<file path="config.mk">
export PLATFORM = sky130hd
export DESIGN_NAME = rtcc_control
export DESIGN_NICKNAME = d
export VERILOG_FILES = /design/src/design/rtcc_pkg.sv /design/src/design/rtcc_control.sv /design/src/design/rtcc_subsec_div.sv /design/src/design/rtcc_periodic.sv
export SDC_FILE = /design/constraint.sdc
export NUM_CORES = 1
export LEC_CHECK = 0
export BUFFER_PORTS_ARGS = -buffer_cell sky130_fd_sc_hd__buf_2
export CORE_AREA = 10 10 104 106
export DETAILED_ROUTE_END_ITERATION = 8
export DIE_AREA = 0 0 114 116
export PLACE_DENSITY = 0.9
export SYNTH_ARGS = -nofsm -noshare
export SYNTH_HDL_FRONTEND = slang
export SYNTH_SLANG_ARGS = --single-unit
</file>
<file path="constraint.sdc">
create_clock -name clk -period 13.8 [get_ports clk]
set_input_delay 2.76 -clock clk [delete_from_list [all_inputs] [get_ports clk]]
set_output_delay 2.76 -clock clk [all_outputs]
set_load 0.005 [all_outputs]
</file>
<file path="src/design/rtcc_pkg.sv">
// Notes on behaviour
// - Control one bit layout, readback, cleared by power-on
// - Alarm enable bits gate each alarm circuit
// - Hour format bit: 0 twelve, 1 twenty-four
// - Twelve-hour BCD adds 20 for afternoon
// - Clock output off only when both disables set
// - Select codes 0-3: off, low, 2 Hz, 1 Hz
// - Select codes 4-7: second, minute, hour, month levels
// - Seconds increment lags pulse falling edge 92 us
// - Seconds write clears divider, output goes low
// - Level mode falling edge at seconds increment
// - Adjustment changes one period every minute
// - Control two bit layout and power-up values
// - Threshold select picks supply monitor level
// - Power-on flag holds control bits at zero
// - Periodic flag tracks output; level-mode zero clears
// - Alarm flag sets 61 us after match
// - Power-on flag cleared only by writing zero
package rtcc_pkg;
  localparam int unsigned CLK_HZ = 100_000_000;
  localparam int unsigned XTAL_HZ = 32_768;
  localparam int unsigned US_PER_S = 1_000_000;

  localparam logic [3:0] ADDR_SECONDS = 4'h0;
  localparam logic [3:0] ADDR_CTRL_ONE = 4'he;
  localparam logic [3:0] ADDR_CTRL_TWO = 4'hf;

  localparam int CTRL1_WEEKLY_EN_BIT = 7;
  localparam int CTRL1_DAILY_EN_BIT = 6;
  localparam int CTRL1_HOUR24_BIT = 5;
  localparam int CTRL1_CLKDIS_B_BIT = 4;
  localparam int CTRL1_TEST_BIT = 3;
  localparam int CTRL1_SEL_LO_BIT = 0;
  localparam logic [7:0] CTRL1_RESET = 8'h00;

  localparam int CTRL2_THRESH_BIT = 7;
  localparam int CTRL2_LOW_SUPPLY_BIT = 6;
  localparam int CTRL2_OSC_HALT_BIT = 5;
  localparam int CTRL2_POWER_ON_BIT = 4;
  localparam int CTRL2_CLKDIS_A_BIT = 3;
  localparam int CTRL2_PERIODIC_BIT = 2;
  localparam int CTRL2_WEEKLY_BIT = 1;
  localparam int CTRL2_DAILY_BIT = 0;
  localparam logic POWER_ON_RESET = 1'b1;
  localparam logic OSC_HALT_RESET = 1'b0;

  localparam logic [2:0] SEL_OFF = 3'h0;
  localparam logic [2:0] SEL_FIXED_LOW = 3'h1;
  localparam logic [2:0] SEL_PULSE_2HZ = 3'h2;
  localparam logic [2:0] SEL_PULSE_1HZ = 3'h3;
  localparam logic [2:0] SEL_LEVEL_SEC = 3'h4;
  localparam logic [2:0] SEL_LEVEL_MIN = 3'h5;
  localparam logic [2:0] SEL_LEVEL_HOUR = 3'h6;
  localparam logic [2:0] SEL_LEVEL_MONTH = 3'h7;

  localparam int unsigned SEC_DELAY_US = 92;
  localparam int unsigned ALARM_DELAY_US = 61;
  localparam int unsigned ADJ_MAX_NS = 3_784_000;
  localparam int unsigned SEC_DELAY_TICKS =
    (SEC_DELAY_US * XTAL_HZ + US_PER_S / 2) / US_PER_S;
  localparam int unsigned ALARM_DELAY_TICKS =
    (ALARM_DELAY_US * XTAL_HZ + US_PER_S / 2) / US_PER_S;
  localparam int unsigned ADJ_MAX_TICKS =
    32'((longint'(ADJ_MAX_NS) * XTAL_HZ + 64'd500_000_000) / 64'd1_000_000_000);

  localparam logic [15:0] SUBSEC_LAST = 16'h7fff;
  localparam logic [15:0] SUBSEC_HALF = 16'h4000;
  localparam logic [15:0] SUBSEC_QUARTER = 16'h2000;
  localparam logic [15:0] SUBSEC_3QUARTER = 16'h6000;
  localparam logic [15:0] SUBSEC_INC_AT = 16'(SEC_DELAY_TICKS);
  localparam logic [2:0] ALARM_CNT_LAST = 3'(ALARM_DELAY_TICKS - 1);
endpackage

</file>
<file path="src/design/rtcc_control.sv">
`timescale 1ns/100ps
`default_nettype none
module rtcc_control #(
  parameter int unsigned CLK_HZ = rtcc_pkg::CLK_HZ,
  parameter int unsigned XTAL_HZ = rtcc_pkg::XTAL_HZ
) (
  input wire logic clk,
  input wire logic arst_n,
  input wire logic [3:0] reg_addr,
  input wire logic reg_wr,
  input wire logic reg_rd,
  input wire logic [7:0] reg_wdata,
  output logic [7:0] reg_rdata,
  input wire logic power_on_pin,
  input wire logic low_supply_pin,
  input wire logic osc_halt_pin,
  input wire logic signed [7:0] osc_adj_ticks,
  output logic osc_adj_hold,
  input wire logic secs_rollover,
  input wire logic mins_rollover,
  input wire logic hours_rollover,
  input wire logic month_rollover,
  input wire logic alarm_w_match,
  input wire logic alarm_d_match,
  output logic sec_inc,
  output logic hour_24_mode,
  output logic supply_threshold_select,
  output logic test_mode,
  output logic irq_out_n,
  output logic slow_clock_out
);
  import rtcc_pkg::*;

  // Pin synchronisers
  logic [2:0] pin_meta_r, pin_sync_r;
  logic power_on_s, low_supply_s, osc_halt_s;

  always_ff @(posedge clk or negedge arst_n) begin
    if (!arst_n) begin
      pin_meta_r <= 3'h0;
      pin_sync_r <= 3'h0;
    end else begin
      pin_meta_r <= {power_on_pin, low_supply_pin, osc_halt_pin};
      pin_sync_r <= pin_meta_r;
    end
  end

  assign power_on_s = pin_sync_r[2];
  assign low_supply_s = pin_sync_r[1];
  assign osc_halt_s = pin_sync_r[0];

  // Register decode
  logic wr_ctrl_one, wr_ctrl_two, wr_seconds;

  assign wr_ctrl_one = reg_wr && (reg_addr == ADDR_CTRL_ONE);
  assign wr_ctrl_two = reg_wr && (reg_addr == ADDR_CTRL_TWO);
  assign wr_seconds = reg_wr && (reg_addr == ADDR_SECONDS);

  // Control one
  logic [7:0] ctrl_one_r, ctrl_one_nxt;
  logic power_on_flag_r;
  logic weekly_alarm_enable, daily_alarm_enable, clkout_disable_b;
  logic [2:0] periodic_select;

  always_comb begin
    ctrl_one_nxt = ctrl_one_r;
    if (power_on_flag_r) begin
      ctrl_one_nxt = CTRL1_RESET;
    end else if (wr_ctrl_one) begin
      ctrl_one_nxt = reg_wdata;
    end
  end

  always_ff @(posedge clk or negedge arst_n) begin
    if (!arst_n) begin
      ctrl_one_r <= CTRL1_RESET;
    end else begin
      ctrl_one_r <= ctrl_one_nxt;
    end
  end

  assign weekly_alarm_enable = ctrl_one_r[CTRL1_WEEKLY_EN_BIT];
  assign daily_alarm_enable = ctrl_one_r[CTRL1_DAILY_EN_BIT];
  assign clkout_disable_b = ctrl_one_r[CTRL1_CLKDIS_B_BIT];
  assign periodic_select = ctrl_one_r[CTRL1_SEL_LO_BIT +: 3];
  // Hour counter encodes from this bit
  assign hour_24_mode = ctrl_one_r[CTRL1_HOUR24_BIT];
  assign test_mode = ctrl_one_r[CTRL1_TEST_BIT];

  // Control two stored bits
  logic supply_thresh_r, supply_thresh_nxt;
  logic low_supply_flag_r, low_supply_flag_nxt;
  logic osc_halt_flag_r, osc_halt_flag_nxt;
  logic power_on_flag_nxt;
  logic clkout_disable_a_r, clkout_disable_a_nxt;

  always_comb begin
    supply_thresh_nxt = supply_thresh_r;
    low_supply_flag_nxt = low_supply_flag_r;
    osc_halt_flag_nxt = osc_halt_flag_r;
    power_on_flag_nxt = power_on_flag_r;
    clkout_disable_a_nxt = clkout_disable_a_r;
    if (wr_ctrl_two) begin
      supply_thresh_nxt = reg_wdata[CTRL2_THRESH_BIT];
      clkout_disable_a_nxt = reg_wdata[CTRL2_CLKDIS_A_BIT];
      osc_halt_flag_nxt = reg_wdata[CTRL2_OSC_HALT_BIT];
      if (!reg_wdata[CTRL2_LOW_SUPPLY_BIT]) begin
        low_supply_flag_nxt = 1'b0;
      end
      if (!reg_wdata[CTRL2_POWER_ON_BIT]) begin
        power_on_flag_nxt = 1'b0;
      end
    end
    if (low_supply_s) begin
      low_supply_flag_nxt = 1'b1;
    end
    if (osc_halt_s) begin
      osc_halt_flag_nxt = 1'b0;
    end
    if (power_on_s) begin
      power_on_flag_nxt = 1'b1;
    end
    if (power_on_flag_r) begin
      supply_thresh_nxt = 1'b0;
      low_supply_flag_nxt = 1'b0;
      clkout_disable_a_nxt = 1'b0;
    end
  end

  always_ff @(posedge clk or negedge arst_n) begin
    if (!arst_n) begin
      supply_thresh_r <= 1'b0;
      low_supply_flag_r <= 1'b0;
      osc_halt_flag_r <= OSC_HALT_RESET;
      power_on_flag_r <= POWER_ON_RESET;
      clkout_disable_a_r <= 1'b0;
    end else begin
      supply_thresh_r <= supply_thresh_nxt;
      low_supply_flag_r <= low_supply_flag_nxt;
      osc_halt_flag_r <= osc_halt_flag_nxt;
      power_on_flag_r <= power_on_flag_nxt;
      clkout_disable_a_r <= clkout_disable_a_nxt;
    end
  end

  assign supply_threshold_select = supply_thresh_r;
  assign osc_adj_hold = power_on_flag_r;

  // Sub-second divider with minute adjustment
  logic signed [7:0] adj_lim;
  logic xtal_tick, xtal_phase, wave_1hz_low, wave_2hz_low;

  always_comb begin
    adj_lim = osc_adj_ticks;
    if (osc_adj_ticks > 8'sd0 && 32'(osc_adj_ticks) > ADJ_MAX_TICKS) begin
      adj_lim = 8'(ADJ_MAX_TICKS);
    end else if (osc_adj_ticks < 8'sd0 && 32'(-osc_adj_ticks) > ADJ_MAX_TICKS) begin
      adj_lim = -8'(ADJ_MAX_TICKS);
    end
  end

  rtcc_subsec_div #(
    .CLK_HZ(CLK_HZ),
    .XTAL_HZ(XTAL_HZ)
  ) u_div (
    .clk(clk),
    .arst_n(arst_n),
    .clear(wr_seconds),
    .adj_en(secs_rollover && !power_on_flag_r),
    .adj_ticks(adj_lim),
    .xtal_tick(xtal_tick),
    .xtal_phase(xtal_phase),
    .sec_inc(sec_inc),
    .wave_1hz_low(wave_1hz_low),
    .wave_2hz_low(wave_2hz_low)
  );

  // Periodic generator
  logic periodic_low, periodic_clear;

  assign periodic_clear = wr_ctrl_two && !reg_wdata[CTRL2_PERIODIC_BIT];

  rtcc_periodic u_periodic (
    .clk(clk),
    .arst_n(arst_n),
    .mode(periodic_select),
    .wave_1hz_low(wave_1hz_low),
    .wave_2hz_low(wave_2hz_low),
    .sec_inc(sec_inc),
    .secs_rollover(secs_rollover),
    .mins_rollover(mins_rollover),
    .hours_rollover(hours_rollover),
    .month_rollover(month_rollover),
    .flag_clear(periodic_clear),
    .periodic_low(periodic_low)
  );

  // Alarm flags, index 0 daily, 1 weekly
  logic [1:0] alarm_match, alarm_en, alarm_flag_r, alarm_pend_r;

  assign alarm_match = {alarm_w_match, alarm_d_match};
  assign alarm_en = {weekly_alarm_enable, daily_alarm_enable};

  for (genvar i = 0; i < 2; i++) begin : g_alarm
    logic [2:0] cnt_r, cnt_nxt;
    logic pend_nxt, flag_nxt, done;

    always_comb begin
      cnt_nxt = cnt_r;
      pend_nxt = alarm_pend_r[i];
      flag_nxt = alarm_flag_r[i];
      done = alarm_pend_r[i] && xtal_tick && (cnt_r == ALARM_CNT_LAST);
      if (wr_ctrl_two && !reg_wdata[CTRL2_DAILY_BIT + i]) begin
        flag_nxt = 1'b0;
      end
      if (alarm_match[i]) begin
        pend_nxt = 1'b1;
        cnt_nxt = 3'h0;
      end else if (done) begin
        pend_nxt = 1'b0;
        flag_nxt = 1'b1;
      end else if (alarm_pend_r[i] && xtal_tick) begin
        cnt_nxt = cnt_r + 3'h1;
      end
      if (!alarm_en[i]) begin
        pend_nxt = 1'b0;
        flag_nxt = 1'b0;
        cnt_nxt = 3'h0;
      end
    end

    always_ff @(posedge clk or negedge arst_n) begin
      if (!arst_n) begin
        cnt_r <= 3'h0;
        alarm_pend_r[i] <= 1'b0;
        alarm_flag_r[i] <= 1'b0;
      end else begin
        cnt_r <= cnt_nxt;
        alarm_pend_r[i] <= pend_nxt;
        alarm_flag_r[i] <= flag_nxt;
      end
    end
  end

  // Pins
  logic irq_n_r, irq_n_nxt, slow_clk_r, slow_clk_nxt;

  always_comb begin
    irq_n_nxt = !(periodic_low || (|alarm_flag_r));
    slow_clk_nxt = (clkout_disable_a_r && clkout_disable_b) ? 1'b1 : xtal_phase;
  end

  always_ff @(posedge clk or negedge arst_n) begin
    if (!arst_n) begin
      irq_n_r <= 1'b1;
      slow_clk_r <= 1'b1;
    end else begin
      irq_n_r <= irq_n_nxt;
      slow_clk_r <= slow_clk_nxt;
    end
  end

  assign irq_out_n = irq_n_r;
  assign slow_clock_out = slow_clk_r;

  // Read data
  logic [7:0] rdata_r, rdata_nxt, ctrl_two_view;

  always_comb begin
    ctrl_two_view = {supply_thresh_r, low_supply_flag_r, osc_halt_flag_r,
                     power_on_flag_r, clkout_disable_a_r, periodic_low,
                     alarm_flag_r};
    rdata_nxt = rdata_r;
    if (reg_rd) begin
      unique case (reg_addr)
        ADDR_CTRL_ONE: rdata_nxt = ctrl_one_r;
        ADDR_CTRL_TWO: rdata_nxt = ctrl_two_view;
        default: rdata_nxt = 8'h00;
      endcase
    end
  end

  always_ff @(posedge clk or negedge arst_n) begin
    if (!arst_n) begin
      rdata_r <= 8'h00;
    end else begin
      rdata_r <= rdata_nxt;
    end
  end

  assign reg_rdata = rdata_r;
endmodule
`default_nettype wire

</file>
<file path="src/design/rtcc_subsec_div.sv">
`timescale 1ns/100ps
`default_nettype none
module rtcc_subsec_div #(
  parameter int unsigned CLK_HZ = rtcc_pkg::CLK_HZ,
  parameter int unsigned XTAL_HZ = rtcc_pkg::XTAL_HZ
) (
  input wire logic clk,
  input wire logic arst_n,
  input wire logic clear,
  input wire logic adj_en,
  input wire logic signed [7:0] adj_ticks,
  output logic xtal_tick,
  output logic xtal_phase,
  output logic sec_inc,
  output logic wave_1hz_low,
  output logic wave_2hz_low
);
  import rtcc_pkg::*;

  localparam int ACC_W = $clog2(CLK_HZ) + 1;

  if (4 * XTAL_HZ > CLK_HZ) begin : g_bad_rate
    $error("Clock too slow for crystal rate");
  end

  logic [ACC_W-1:0] acc_r, acc_nxt;
  logic [ACC_W:0] sum;
  logic half_tick, tick;
  logic phase_r, phase_nxt;
  logic [15:0] subsec_r, subsec_nxt, adj16, last, half;
  logic tick_r, sec_inc_r, w1_r, w2_r;
  logic sec_inc_nxt, w1_nxt, w2_nxt;

  always_comb begin
    sum = {1'b0, acc_r} + (ACC_W + 1)'(2 * XTAL_HZ);
    half_tick = sum >= (ACC_W + 1)'(CLK_HZ);
    acc_nxt = half_tick ? ACC_W'(sum - (ACC_W + 1)'(CLK_HZ)) : sum[ACC_W-1:0];
    phase_nxt = half_tick ? ~phase_r : phase_r;
    tick = half_tick & phase_r;
    adj16 = adj_en ? 16'(adj_ticks) : 16'h0000;
    last = SUBSEC_LAST + adj16;
    half = SUBSEC_HALF + adj16;
    subsec_nxt = subsec_r;
    if (clear) begin
      subsec_nxt = 16'h0000;
    end else if (tick) begin
      subsec_nxt = (subsec_r >= last) ? 16'h0000 : subsec_r + 16'h0001;
    end
    sec_inc_nxt = tick && !clear && (subsec_nxt == SUBSEC_INC_AT);
    w1_nxt = subsec_nxt < half;
    w2_nxt = (subsec_nxt < SUBSEC_QUARTER) ||
             ((subsec_nxt >= half) && (subsec_nxt < SUBSEC_3QUARTER + adj16));
  end

  always_ff @(posedge clk or negedge arst_n) begin
    if (!arst_n) begin
      acc_r <= '0;
      phase_r <= 1'b0;
      subsec_r <= 16'h0000;
      tick_r <= 1'b0;
      sec_inc_r <= 1'b0;
      w1_r <= 1'b0;
      w2_r <= 1'b0;
    end else begin
      acc_r <= acc_nxt;
      phase_r <= phase_nxt;
      subsec_r <= subsec_nxt;
      tick_r <= tick;
      sec_inc_r <= sec_inc_nxt;
      w1_r <= w1_nxt;
      w2_r <= w2_nxt;
    end
  end

  assign xtal_tick = tick_r;
  assign xtal_phase = phase_r;
  assign sec_inc = sec_inc_r;
  assign wave_1hz_low = w1_r;
  assign wave_2hz_low = w2_r;
endmodule
`default_nettype wire

</file>
<file path="src/design/rtcc_periodic.sv">
`timescale 1ns/100ps
`default_nettype none
module rtcc_periodic (
  input wire logic clk,
  input wire logic arst_n,
  input wire logic [2:0] mode,
  input wire logic wave_1hz_low,
  input wire logic wave_2hz_low,
  input wire logic sec_inc,
  input wire logic secs_rollover,
  input wire logic mins_rollover,
  input wire logic hours_rollover,
  input wire logic month_rollover,
  input wire logic flag_clear,
  output logic periodic_low
);
  import rtcc_pkg::*;

  logic low_r, low_nxt, event_hit;

  always_comb begin
    event_hit = 1'b0;
    low_nxt = 1'b0;
    unique case (mode)
      SEL_OFF: low_nxt = 1'b0;
      SEL_FIXED_LOW: low_nxt = 1'b1;
      SEL_PULSE_2HZ: low_nxt = wave_2hz_low;
      SEL_PULSE_1HZ: low_nxt = wave_1hz_low;
      SEL_LEVEL_SEC: event_hit = sec_inc;
      SEL_LEVEL_MIN: event_hit = sec_inc & secs_rollover;
      SEL_LEVEL_HOUR: event_hit = sec_inc & secs_rollover & mins_rollover;
      SEL_LEVEL_MONTH: event_hit = sec_inc & secs_rollover & mins_rollover &
                                   hours_rollover & month_rollover;
    endcase
    if (mode[2]) begin
      if (event_hit) begin
        low_nxt = 1'b1;
      end else if (flag_clear) begin
        low_nxt = 1'b0;
      end else begin
        low_nxt = low_r;
      end
    end
  end

  always_ff @(posedge clk or negedge arst_n) begin
    if (!arst_n) begin
      low_r <= 1'b0;
    end else begin
      low_r <= low_nxt;
    end
  end

  assign periodic_low = low_r;
endmodule
`default_nettype wire

</file>
==> reports/results.txt, run 1 <==
Reg2Reg Depth: 24
Final TNS setup: 0 ns
Number of max-cap violations: 0
# IOs: 48
Final #Nets: 729
Setup Skew: 0.0149 ns
Layout Utilization: 69.3%
Die height: 116 um
Tcrit/Tclk final: 75.7%
Synthesized instance count: 606
Post-DP HPWL: 9950 um
Required time of the critical path: 14.03 ns
Total number of vias: 4857
Number of enable flip-flop cells after synthesis: 0
Slowest Stage Delay on Critical Path: 0.71 ns
Yosys warning count: 0
Post-CTS setup buffers: 0
Clock buffer depth: 2
Reg area: 2030 sq um
Root Driver: clkbuf_8
First-pass GRT wire length: 22600 um
Slowest-stage cell, CP: or4b_2
Worst rel slew slack: 28.0%
Top-count cell post-synth: dfrtp_1
Post-synth top area cell: dfrtp_1
Pwr per Cell Area: 91.2 nW/um^2
Post-Syn Area: 5500 sq um
Routed Wire Length: 13300 um
Most Frequent Cell on Critical Path: ha_1
R2R Setup Slk: 7.57 ns
Sequential element share of the synthesized area: 36.9%
Die area: 13200 sq um
Multi-input gate area: 3280 sq um
Synth area leaders: dfrtp_1 (36%), ha_1 (12%), xnor2_1 (4.9%)
Mean Syn Cell Area: 9.07 sq um
Final Hold Viols: 0
Largest net degree at the start of global routing: 82
Crit end category: flop
Cts repair resizes: 0
Status: finished, final reports clean
Highest clock rate: 0.0957 GHz
Routed WL per cell: 17.5 um
CP Launch Type: input port
Final setup fails: 0
Reg2reg end: u_div.wave_2hz_low
Post-DRT Antenna Nets: 0
Crit. Startpoint: osc_adj_ticks[6]
1st-iter DRT viols: 486
Leak pwr: 2.59 nW
Initial antenna violation count: 0
TritonCTS clock tree: built
R2R Path Start: osc_adj_hold
Crit Path Max Fanout: 17
Critical Path End: u_div.wave_2hz_low
Hold-fix buffers at CTS: 0
N_diodes: 0
Vias/cell: 6.41
CTS HTree Levels: 3
Die W: 114 um
Flops & latches, synth: 81
Critical setup path kind: input port to flop
Synth async-reset ratio: 100%
Post-Layout Cell Count: 758
Post-synth cell types: 69
Final min period: 10.45 ns
Clk sinks: 81
Gr usage total: 20.4%
Most common library cells after synthesis: dfrtp_1 (78), nor2_1 (58), nand2_1 (52)
Placed Instances: 742
I/O Buffers: 47
Fill cells: 660
Residual DRC: 0
Worst-path clk slew: 0.09 ns
Worst-Margin Slew: 1.08 ns
GRT overflow: 0
VDD IR max: 44.3 uV
Max Transition Viols Final: 0
Post-synth top flop: dfrtp_1
Clk_lat worst skew: 0.36 ns
Unrepaired setup endpoints after global routing: no
Critical path arrival: 10.68 ns
Post-Syn Nets: 690
Area Overhead vs Synth: 9.35%
Top cell type's share of synthesized area: 35.5%
Total core area: 8680 sq um
Hold Path Class: flop to flop
Initial core utilization: 63.4%
FP Rows: 34
Number of global-route vias before repair: 4787
Gpl congestion: 0.922
Drt pass-1 iters: 6
CTS Buf Count: 9
Layout cell share with drive strength beyond 1: 12.5%
[through the flow]
stage          area (sq um)  setup WS (ns)  power, W  hold WS (ns)
2_1_floorplan          5500           3.90  0.000316         0.331
3_3_place_gp           5780           3.65  0.000343         0.333
3_5_place_dp           5780           3.21  0.000349         0.339
4_1_cts                6010           3.54  0.000547         0.359
5_1_grt                6010           2.79  0.000574         0.371
6_report               6010           3.35  0.000548         0.356
[final cells by class]
cell class                 count  share of cell area (%)
multi-input combinational    481                    54.5
sequential                    81                    33.8
timing repair buffer          48                    4.08
tap                          108                    2.25
clock buffer                   9                    2.06
clock inverter                 7                    1.79
inverter                      24                    1.50
[routing by layer]
| layer | routed length, um | global-route usage (%) | up-vias |
|---|---|---|---|
| li1 | - | - | 2277 |
| met1 | 5590 | 25.5 | 2329 |
| met2 | 6500 | 33.7 | 216 |
| met3 | 845 | 4.60 | 35 |
| met4 | 332 | 7.85 | 0 |
| met5 | 0 | 0 | - |
[worst min-delay path by stage]
stage	from	end	slack [ns]	cells past startpoint
floorplan	pin_meta_r[0]	pin_sync_r[0]	0.33	0
global placement	pin_meta_r[0]	pin_sync_r[0]	0.33	0
detailed placement	pin_meta_r[2]	pin_sync_r[2]	0.34	0
CTS	pin_meta_r[2]	pin_sync_r[2]	0.36	0
global route	pin_meta_r[1]	pin_sync_r[1]	0.37	0
finish	pin_meta_r[2]	pin_sync_r[2]	0.36	0
[critical path: cells and delay by family]
kind | cells | cell delay [ns]
AO/OA/AOI/OAI | 14 | 3.18
buffers and inverters | 3 | 0.50
multiplexers | 1 | 0.36
AND/OR/NAND/NOR | 8 | 2.91
adder cells (fa/ha/maj) | 4 | 0.95
[report_power, final]
part | internal, W | switching (W)
sequential | 0.000248 | 0.0000174
combinational | 0.0000345 | 0.0000460
clock | 0.000106 | 0.0000964
[sequential cells by signal, summed over array words and instances (netlist names)]
| signal | cells |
|---|---|
| alarm_flag_r | 2 |
| alarm_pend_r | 2 |
| clkout_disable_a_r | 1 |
| ctrl_one_r | 8 |
| g_alarm.cnt_r | 6 |
| irq_out_n | 1 |
| low_supply_flag_r | 1 |
| osc_adj_hold | 1 |
| osc_halt_flag_r | 1 |
| pin_meta_r | 3 |
| pin_sync_r | 3 |
| reg_rdata | 8 |
| slow_clock_out | 1 |
| supply_threshold_select | 1 |
| u_div.acc_r | 20 |
| u_div.sec_inc | 1 |
| u_div.subsec_r | 16 |
| u_div.wave_1hz_low | 1 |
| u_div.wave_2hz_low | 1 |
| u_div.xtal_phase | 1 |
| u_div.xtal_tick | 1 |
| u_periodic.periodic_low | 1 |
[cells by family after synthesis]
| kind of cell | synth area share, % |
|---|---|
| XOR/XNOR | 7.81 |
| AND/OR/NAND/NOR | 23.2 |
| AO/OA/AOI/OAI | 16.3 |
| flip-flops | 36.9 |
| multiplexers | 0.751 |
| buffers and inverters | 3.41 |
| adder cells (fa/ha/maj) | 11.6 |
[layout by cell type (no fill, tap or decap), drive strengths merged, types with 8 or more instances in the layout]
master	n
clkbuf	9
ha	51
dfrtp	78
nand2b	16
a21oi	41
nor2	58
a22oi	8
nand3	32
nor3	11
and2	9
nand2	52
o21ai	29
nand4	12
buf	48
nor4	8
inv	28
xor2	18
xnor2	31
nor2b	8
Power figures use the tool's default switching activity.
==> run 2: changes to the inputs <==
CORE_AREA = 10 10 111 113   (was 10 10 104 106)
DIE_AREA = 0 0 121 123   (was 0 0 114 116)
PLACE_DENSITY = 0.84   (was 0.9)
clock period = 9.6 ns   (was 13.8 ns; I/O delays follow)
==> run 2 against run 1 <==
  * Final area increased by 0.94%
  * Combinational power increased by 40%
  * Critical endpoint unchanged
  * Largest power group unchanged
  * Cell count increased by 4.1%
  * Non-clock buffer count increased by 3
  * Via count decreased by 1.6%
==> reports/results.txt, run 2 (same netlist as run 1, synthesis figures left out) <==
CTS HTree Levels: 3 (unchanged)
First-pass GRT wire length: 21900 um (-2.8%)
Die W: 121 um (+6.1%)
Number of max-cap violations: 0 (unchanged)
Min-delay src: pin_meta_r[2]
Crit Path Max Fanout: 17 (unchanged)
Final Hold Viols: 0 (unchanged)
N_diodes: 0 (unchanged)
Fin area: 6070 sq um (+0.94%)
Crit end category: flop
Routed Wire Length: 13100 um (-1.2%)
Post-DRT Antenna Nets: 0 (unchanged)
Hold Path Class: flop to flop
Reg2Reg Depth: 22 (-8.3%)
WHS: 0.356 ns (-0.000770 ns)
Number of flip-flops in the largest register: 20 (unchanged)
Routed WL per cell: 16.6 um (-5.1%)
Root Driver: clkbuf_8
Total core area: 10100 sq um (+17%)
GR peak layer: met2
Cts repair resizes: 0 (unchanged)
TritonCTS clock tree: built
Post-DP HPWL: 9680 um (-2.6%)
Biggest regs: u_div.acc_r: 20 flops, u_div.subsec_r: 16 flops
Placed Instances: 773 (+4.2%)
Worst-Margin Slew: 1.00 ns (-0.0746 ns)
Register with the most flip-flops: u_div.acc_r
Max Transition Viols Final: 0 (unchanged)
Gr usage total: 17.6% (-2.8 points)
Unrepaired setup endpoints after global routing: no
Die area: 14900 sq um (+13%)
Required time of the critical path: 9.83 ns (-4.20 ns)
Hold path cells: 0 (unchanged)
Dpl cell area: 5840 sq um (+1.0%)
Grt met2 use: 30.0% (-3.7 points)
Reg2reg end: u_div.wave_2hz_low
Tcrit/Tclk final: 93.5%
Hold EP: pin_sync_r[2]
Die height: 123 um (+6.0%)
Total number of vias: 4779 (-1.6%)
Number of global-route vias before repair: 4674 (-2.4%)
Final TNS setup: 0 ns (unchanged)
Largest net degree at the start of global routing: 82 (unchanged)
Pwr per Cell Area: 129 nW/um^2 (+41%)
Layout cell share with drive strength beyond 1: 12.9% (+0.40 points)
Clk_lat worst skew: 0.35 ns (about the same)
Final #Nets: 732 (+0.41%)
Post-CTS setup buffers: 0 (unchanged)
CTS Buf Count: 9 (unchanged)
Crit. Startpoint: osc_adj_ticks[6]
Clock buffer depth: 2 (unchanged)
Final setup fails: 0 (unchanged)
R2R Path Start: osc_adj_hold
VDD IR max: 81.6 uV (+84%)
Most frequent cells in the layout: dfrtp_1 (78), nor2_1 (58), nand2_1 (52), ha_1 (51), buf_2 (46)
Worst-path clk slew: 0.09 ns (about the same)
Initial antenna violation count: 0 (unchanged)
Critical setup path kind: input port to flop
Hold-fix buffers at CTS: 0 (unchanged)
Drt pass-1 iters: 6 (unchanged)
Commonest non-fill, non-tap cell in the layout: dfrtp_1
Setup Skew: 0.0137 ns (-0.00116 ns)
FP Rows: 37 (+8.8%)
Worst rel slew slack: 33.2% (+5.2 points)
I/O Buffers: 47 (unchanged)
Vias/cell: 6.06 (-5.5%)
R2R Setup Slk: 3.77 ns (-3.80 ns)
Area Overhead vs Synth: 10.4%
# IOs: 48 (unchanged)
Residual DRC: 0 (unchanged)
Final min period: 8.98 ns
1st-iter DRT viols: 559 (+15%)
CP Launch Type: input port
Post-Layout Cell Count: 789 (+4.1%)
Grt met1 use: 21.8% (-3.7 points)
Clk sinks: 81 (unchanged)
M3 GR Usage: 3.78% (-0.82 points)
Highest clock rate: 0.111 GHz
Gpl congestion: 0.926 (+0.38%)
Leak pwr: 2.60 nW (+0.72%)
Status: finished, final reports clean
Critical path arrival: 9.20 ns (-1.48 ns)
Initial core utilization: 54.2% (-9.1 points)
GRT overflow: 0 (unchanged)
run 2: cell types whose count changed in the layout (fill, tap and decap cells not counted):
cell / change
clkinv_4: +1
inv_8: -1
inv_6: +1
buf_4: +3
clkinvlp_4: -1
run 2: worst max path at each step:
stage | to | slack (ns) | depth (start not counted)
finish | u_div.wave_2hz_low | 0.62 | 28
global route | u_div.wave_2hz_low | 0.08 | 30
CTS | u_div.wave_2hz_low | 0.70 | 28
detailed placement | u_div.wave_2hz_low | 0.38 | 28
global placement | u_div.wave_2hz_low | 0.65 | 30
floorplan | u_div.wave_2hz_low | 0.54 | 29
run 2: layout make-up:
class,count,area [sq um]
sequential,81,2030
timing repair buffer,51,268
fill,842,4070
clock inverter,7,106
tap,136,170
inverter,24,90.1
clock buffer,9,124
multi-input combinational,481,3280
run 2: stage by stage:
| stage | total power (W) | worst slack, ns | utilization [%] |
|---|---|---|---|
| detailed placement | 0.000499 | 0.380 | 57.6 |
| CTS | 0.000785 | 0.695 | 59.9 |
| finish | 0.000781 | 0.623 | 59.9 |
| floorplan | 0.000454 | 0.540 | - |
| global placement | 0.000493 | 0.650 | 57.6 |
| global route | 0.000822 | 0.0787 | 59.9 |
run 2: per-layer routing:
layer | vias to the layer above | routed length (um)
li1 | 2275 | -
met1 | 2287 | 5610
met2 | 182 | 6470
met3 | 35 | 756
met4 | 0 | 276
met5 | - | 0
run 2: where the power goes:
part / switching [W] / internal [W] / total (W) / leakage, nW
clock: 0.000135 / 0.000152 / 0.000286 / 0.117
combinational: 0.0000639 / 0.0000492 / 0.000113 / 1.43
sequential: 0.0000249 / 0.000357 / 0.000382 / 1.06
total: 0.000224 / 0.000558 / 0.000781 / 2.60
run 2: critical path: stages:
cell and delay, ns:
buf_2 0.12, or3_1 0.41, or4b_2 0.70, nand2b_1 0.19, ha_1 0.22, or4b_1 0.50, o41ai_1 0.42, nor2b_1 0.20
and2_1 0.17, nand2_1 0.11, ha_1 0.28, nand3_1 0.16, mux2_1 0.34, a21oi_1 0.16, ha_1 0.13, o21ai_0 0.07
a2111oi_0 0.41, a21oi_1 0.14, o31ai_2 0.22, buf_4 0.26, nor2_1 0.09, ha_1 0.31, a2111oi_0 0.42, a221oi_1 0.20
o41ai_1 0.48, o41ai_1 0.21, a211oi_1 0.24, a311oi_1 0.08
==> run 3: changes to the inputs <==
ABC_AREA = 1   (was default)
CORE_AREA = 2 2 105 107   (was 10 10 111 113)
DIE_AREA = 0 0 107 109   (was 0 0 121 123)
PLACE_DENSITY = 0.82   (was 0.84)
==> run 3 against run 2 <==
  * Wire length down 6.5%
  * Register-to-register slack improved by 0.47 ns
  * Fmax rose by 14%
  * Die area decreased by 22%
  * Worst hold slack gained 0.00094 ns
  * Via count increased by 3.8%
  * Clock-buffer cell count increased by 1
  * Combinational power is 50% lower
  * Final area is 2.1% higher
  * First-iteration DRC count shrank 15%
  * Largest power group unchanged
==> reports/results.txt, run 3 <==
Critical setup path kind: input port to flop
Setup Skew: 0.0104 ns (-0.00336 ns)
N_diodes: 0 (unchanged)
Initial antenna violation count: 0 (unchanged)
Area Overhead vs Synth: 10.3% (about the same)
Number of global-route vias before repair: 4692 (+0.39%)
Final #Nets: 848 (+16%)
Worst-path clk slew: 0.09 ns (about the same)
Hold Path Class: flop to flop
Vias/cell: 5.46 (-9.9%)
Routed Wire Length: 12300 um (-6.5%)
CP Launch Type: input port
Gr usage total: 22.5% (+4.9 points)
CTS Buf Count: 9 (unchanged)
Most frequent cells in the layout: nand2_1 (119), inv_1 (108), dfrtp_1 (78), nor2_1 (65), nand3_1 (62)
Clock buffer depth: 2 (unchanged)
Number of max-cap violations: 0 (unchanged)
Synth async-reset ratio: 100% (unchanged)
Routed WL per cell: 13.5 um (-19%)
Main combinational cell family by area after synthesis: simple AND/OR/NAND/NOR gates
Post-synth cell types: 50 (-28%)
Slowest Stage Delay on Critical Path: 0.54 ns (-0.16 ns)
Post-DRT Antenna Nets: 0 (unchanged)
Leak pwr: 3.12 nW (+20%)
Pwr per Cell Area: 109 nW/um^2 (-16%)
Initial core utilization: 53.0% (-1.3 points)
Final Hold Viols: 0 (unchanged)
Residual DRC: 0 (unchanged)
Final setup fails: 0 (unchanged)
Most common library cells after synthesis: nand2_1 (119), inv_1 (108), dfrtp_1 (78)
Gpl congestion: 0.912 (-1.5%)
Number of flip-flops in the largest register: 20 (unchanged)
Total number of vias: 4961 (+3.8%)
Synthesized instance count: 714 (+18%)
Yosys warning count: 0 (unchanged)
Simple-gate area share of the yosys netlist: 26.4% (+3.3 points)
CTS HTree Levels: 3 (unchanged)
Post-DP HPWL: 9210 um (-4.8%)
Synth Area in XOR/XNOR: 5.93% (-1.9 points)
Adder-cell share of the synthesized area: 11.4% (-0.25 points)
Required time of the critical path: 9.85 ns (+0.02 ns)
GRT overflow: 0 (unchanged)
Top-count cell post-synth: nand2_1
Post-CTS setup buffers: 0 (unchanged)
Drt pass-1 iters: 8 (+2)
Max Transition Viols Final: 0 (unchanged)
Compound-gate portion of the synthesized area: 10.5% (-5.8 points)
Post-Syn Nets: 798 (+16%)
Fin area: 6190 sq um (+2.1%)
First-pass GRT wire length: 21100 um (-3.7%)
Flops & latches, synth: 81 (unchanged)
Crit Path Max Fanout: 11 (-6)
Commonest non-fill, non-tap cell in the layout: nand2_1
Mean Syn Cell Area: 7.87 sq um (-13%)
FP Rows: 38 (+2.7%)
Layout cell share with drive strength beyond 1: 13.4% (+0.53 points)
Number of enable flip-flop cells after synthesis: 0 (unchanged)
Final min period: 7.89 ns (-1.08 ns)
Die W: 107 um (-12%)
# IOs: 48 (unchanged)
Largest net degree at the start of global routing: 82 (unchanged)
I/O Buffers: 47 (unchanged)
Clk sinks: 81 (unchanged)
Mux contribution to synthesized area: 1.00% (+0.25 points)
Top cell type's share of synthesized area: 34.8% (-0.75 points)
VDD IR max: 78.0 uV (-4.4%)
Synth area leaders: dfrtp_1 (35%), ha_1 (11%), nand2_1 (8.0%)
Die height: 109 um (-11%)
Die area: 11700 sq um (-22%)
Register with the most flip-flops: u_div.acc_r
Total core area: 10600 sq um (+4.6%)
Worst-Margin Slew: 1.01 ns (+0.00678 ns)
Biggest regs: u_div.acc_r: 20 flops, u_div.subsec_r: 16 flops
Clk_lat worst skew: 0.36 ns (about the same)
Unrepaired setup endpoints after global routing: no
Tcrit/Tclk final: 82.2% (-11 points)
Crit end category: flop
Hold-fix buffers at CTS: 0 (unchanged)
Status: finished, final reports clean
Most Frequent Cell on Critical Path: nand2_1
TritonCTS clock tree: built
Post-synth top flop: dfrtp_1
Post-synth top area cell: dfrtp_1
Cts repair resizes: 0 (unchanged)
Dpl cell area: 5980 sq um (+2.5%)
Worst rel slew slack: 32.7% (-0.45 points)
Sequential element share of the synthesized area: 36.2% (-0.78 points)
1st-iter DRT viols: 473 (-15%)
Root Driver: clkbuf_8
Final TNS setup: 0 ns (unchanged)
Post-Syn Area: 5620 sq um (+2.2%)
Critical path arrival: 8.14 ns (-1.06 ns)
Slowest-stage cell, CP: nor3_1
Highest clock rate: 0.127 GHz (+14%)
## run 3: power breakdown
group | internal (W) | switching [W] | leakage, nW | total, W
Combinational | 0.0000193 | 0.0000376 | 1.94 | 0.0000570
Clock | 0.000131 | 0.000134 | 0.104 | 0.000264
Sequential | 0.000347 | 0.00000492 | 1.08 | 0.000352
Total | 0.000497 | 0.000176 | 3.12 | 0.000673
## run 3: area by class of cell
type	count	area (sq um)
Inverter	114	430
Timing Repair Buffer	48	245
Sequential cell	81	2030
Clock inverter	6	72.6
Clock buffer	10	138
Tap cell	140	175
Fill cell	973	4410
Multi-Input combinational cell	510	3100
## run 3: path summary, 6_finish.rpt
kind                                  start            endpoint  slack (ns)  depth (start not counted)
max in group asynchronous            arst_n       ctrl_one_r[3]        7.23                          1
setup / recovery           osc_adj_ticks[0]  u_div.wave_2hz_low        1.71                         39
min in group asynchronous            arst_n        reg_rdata[1]        1.71                          1
setup reg to reg               osc_adj_hold  u_div.wave_2hz_low        4.24                         30
hold reg to reg               pin_meta_r[0]       pin_sync_r[0]        0.36                          0
hold / removal                pin_meta_r[0]       pin_sync_r[0]        0.36                          0
## run 3: metal layers
layer,wire length (um),vias up,GRT usage [%]
met5,0,-,0
met4,249,0,6.86
met3,687,22,3.35
met2,5790,158,37.0
met1,5530,2317,31.0
li1,-,2464,-
## run 3: per-stage QoR
step                      util (%)  power (W)  hold slack [ns]  setup WS [ns]  cells
after floorplan                  -   0.000389            0.331           2.53    714
after global placement        56.4   0.000413            0.333           1.70    893
after detailed placement      56.4   0.000415            0.342           1.50    893
after CTS                     58.4   0.000677            0.361           1.86    909
after global routing          58.4   0.000698            0.366          0.984    909
final                         58.4   0.000673            0.357           1.71    909
## run 3: cells by family after synthesis
| logic type | count (synthesis) |
|---|---|
| AND/OR/NAND/NOR | 317 |
| multiplexers | 5 |
| XOR/XNOR | 38 |
| AO/OA/AOI/OAI | 99 |
| adder cells (fa/ha/maj) | 51 |
| buffers and inverters | 123 |
| flip-flops | 81 |
## run 3: worst max-delay path, delay by kind of cell
family / cells / cell delay (ns)
compound gates: 8 / 1.47
fa+ha+maj: 3 / 0.93
simple gates: 23 / 3.27
buf+inv: 5 / 0.55
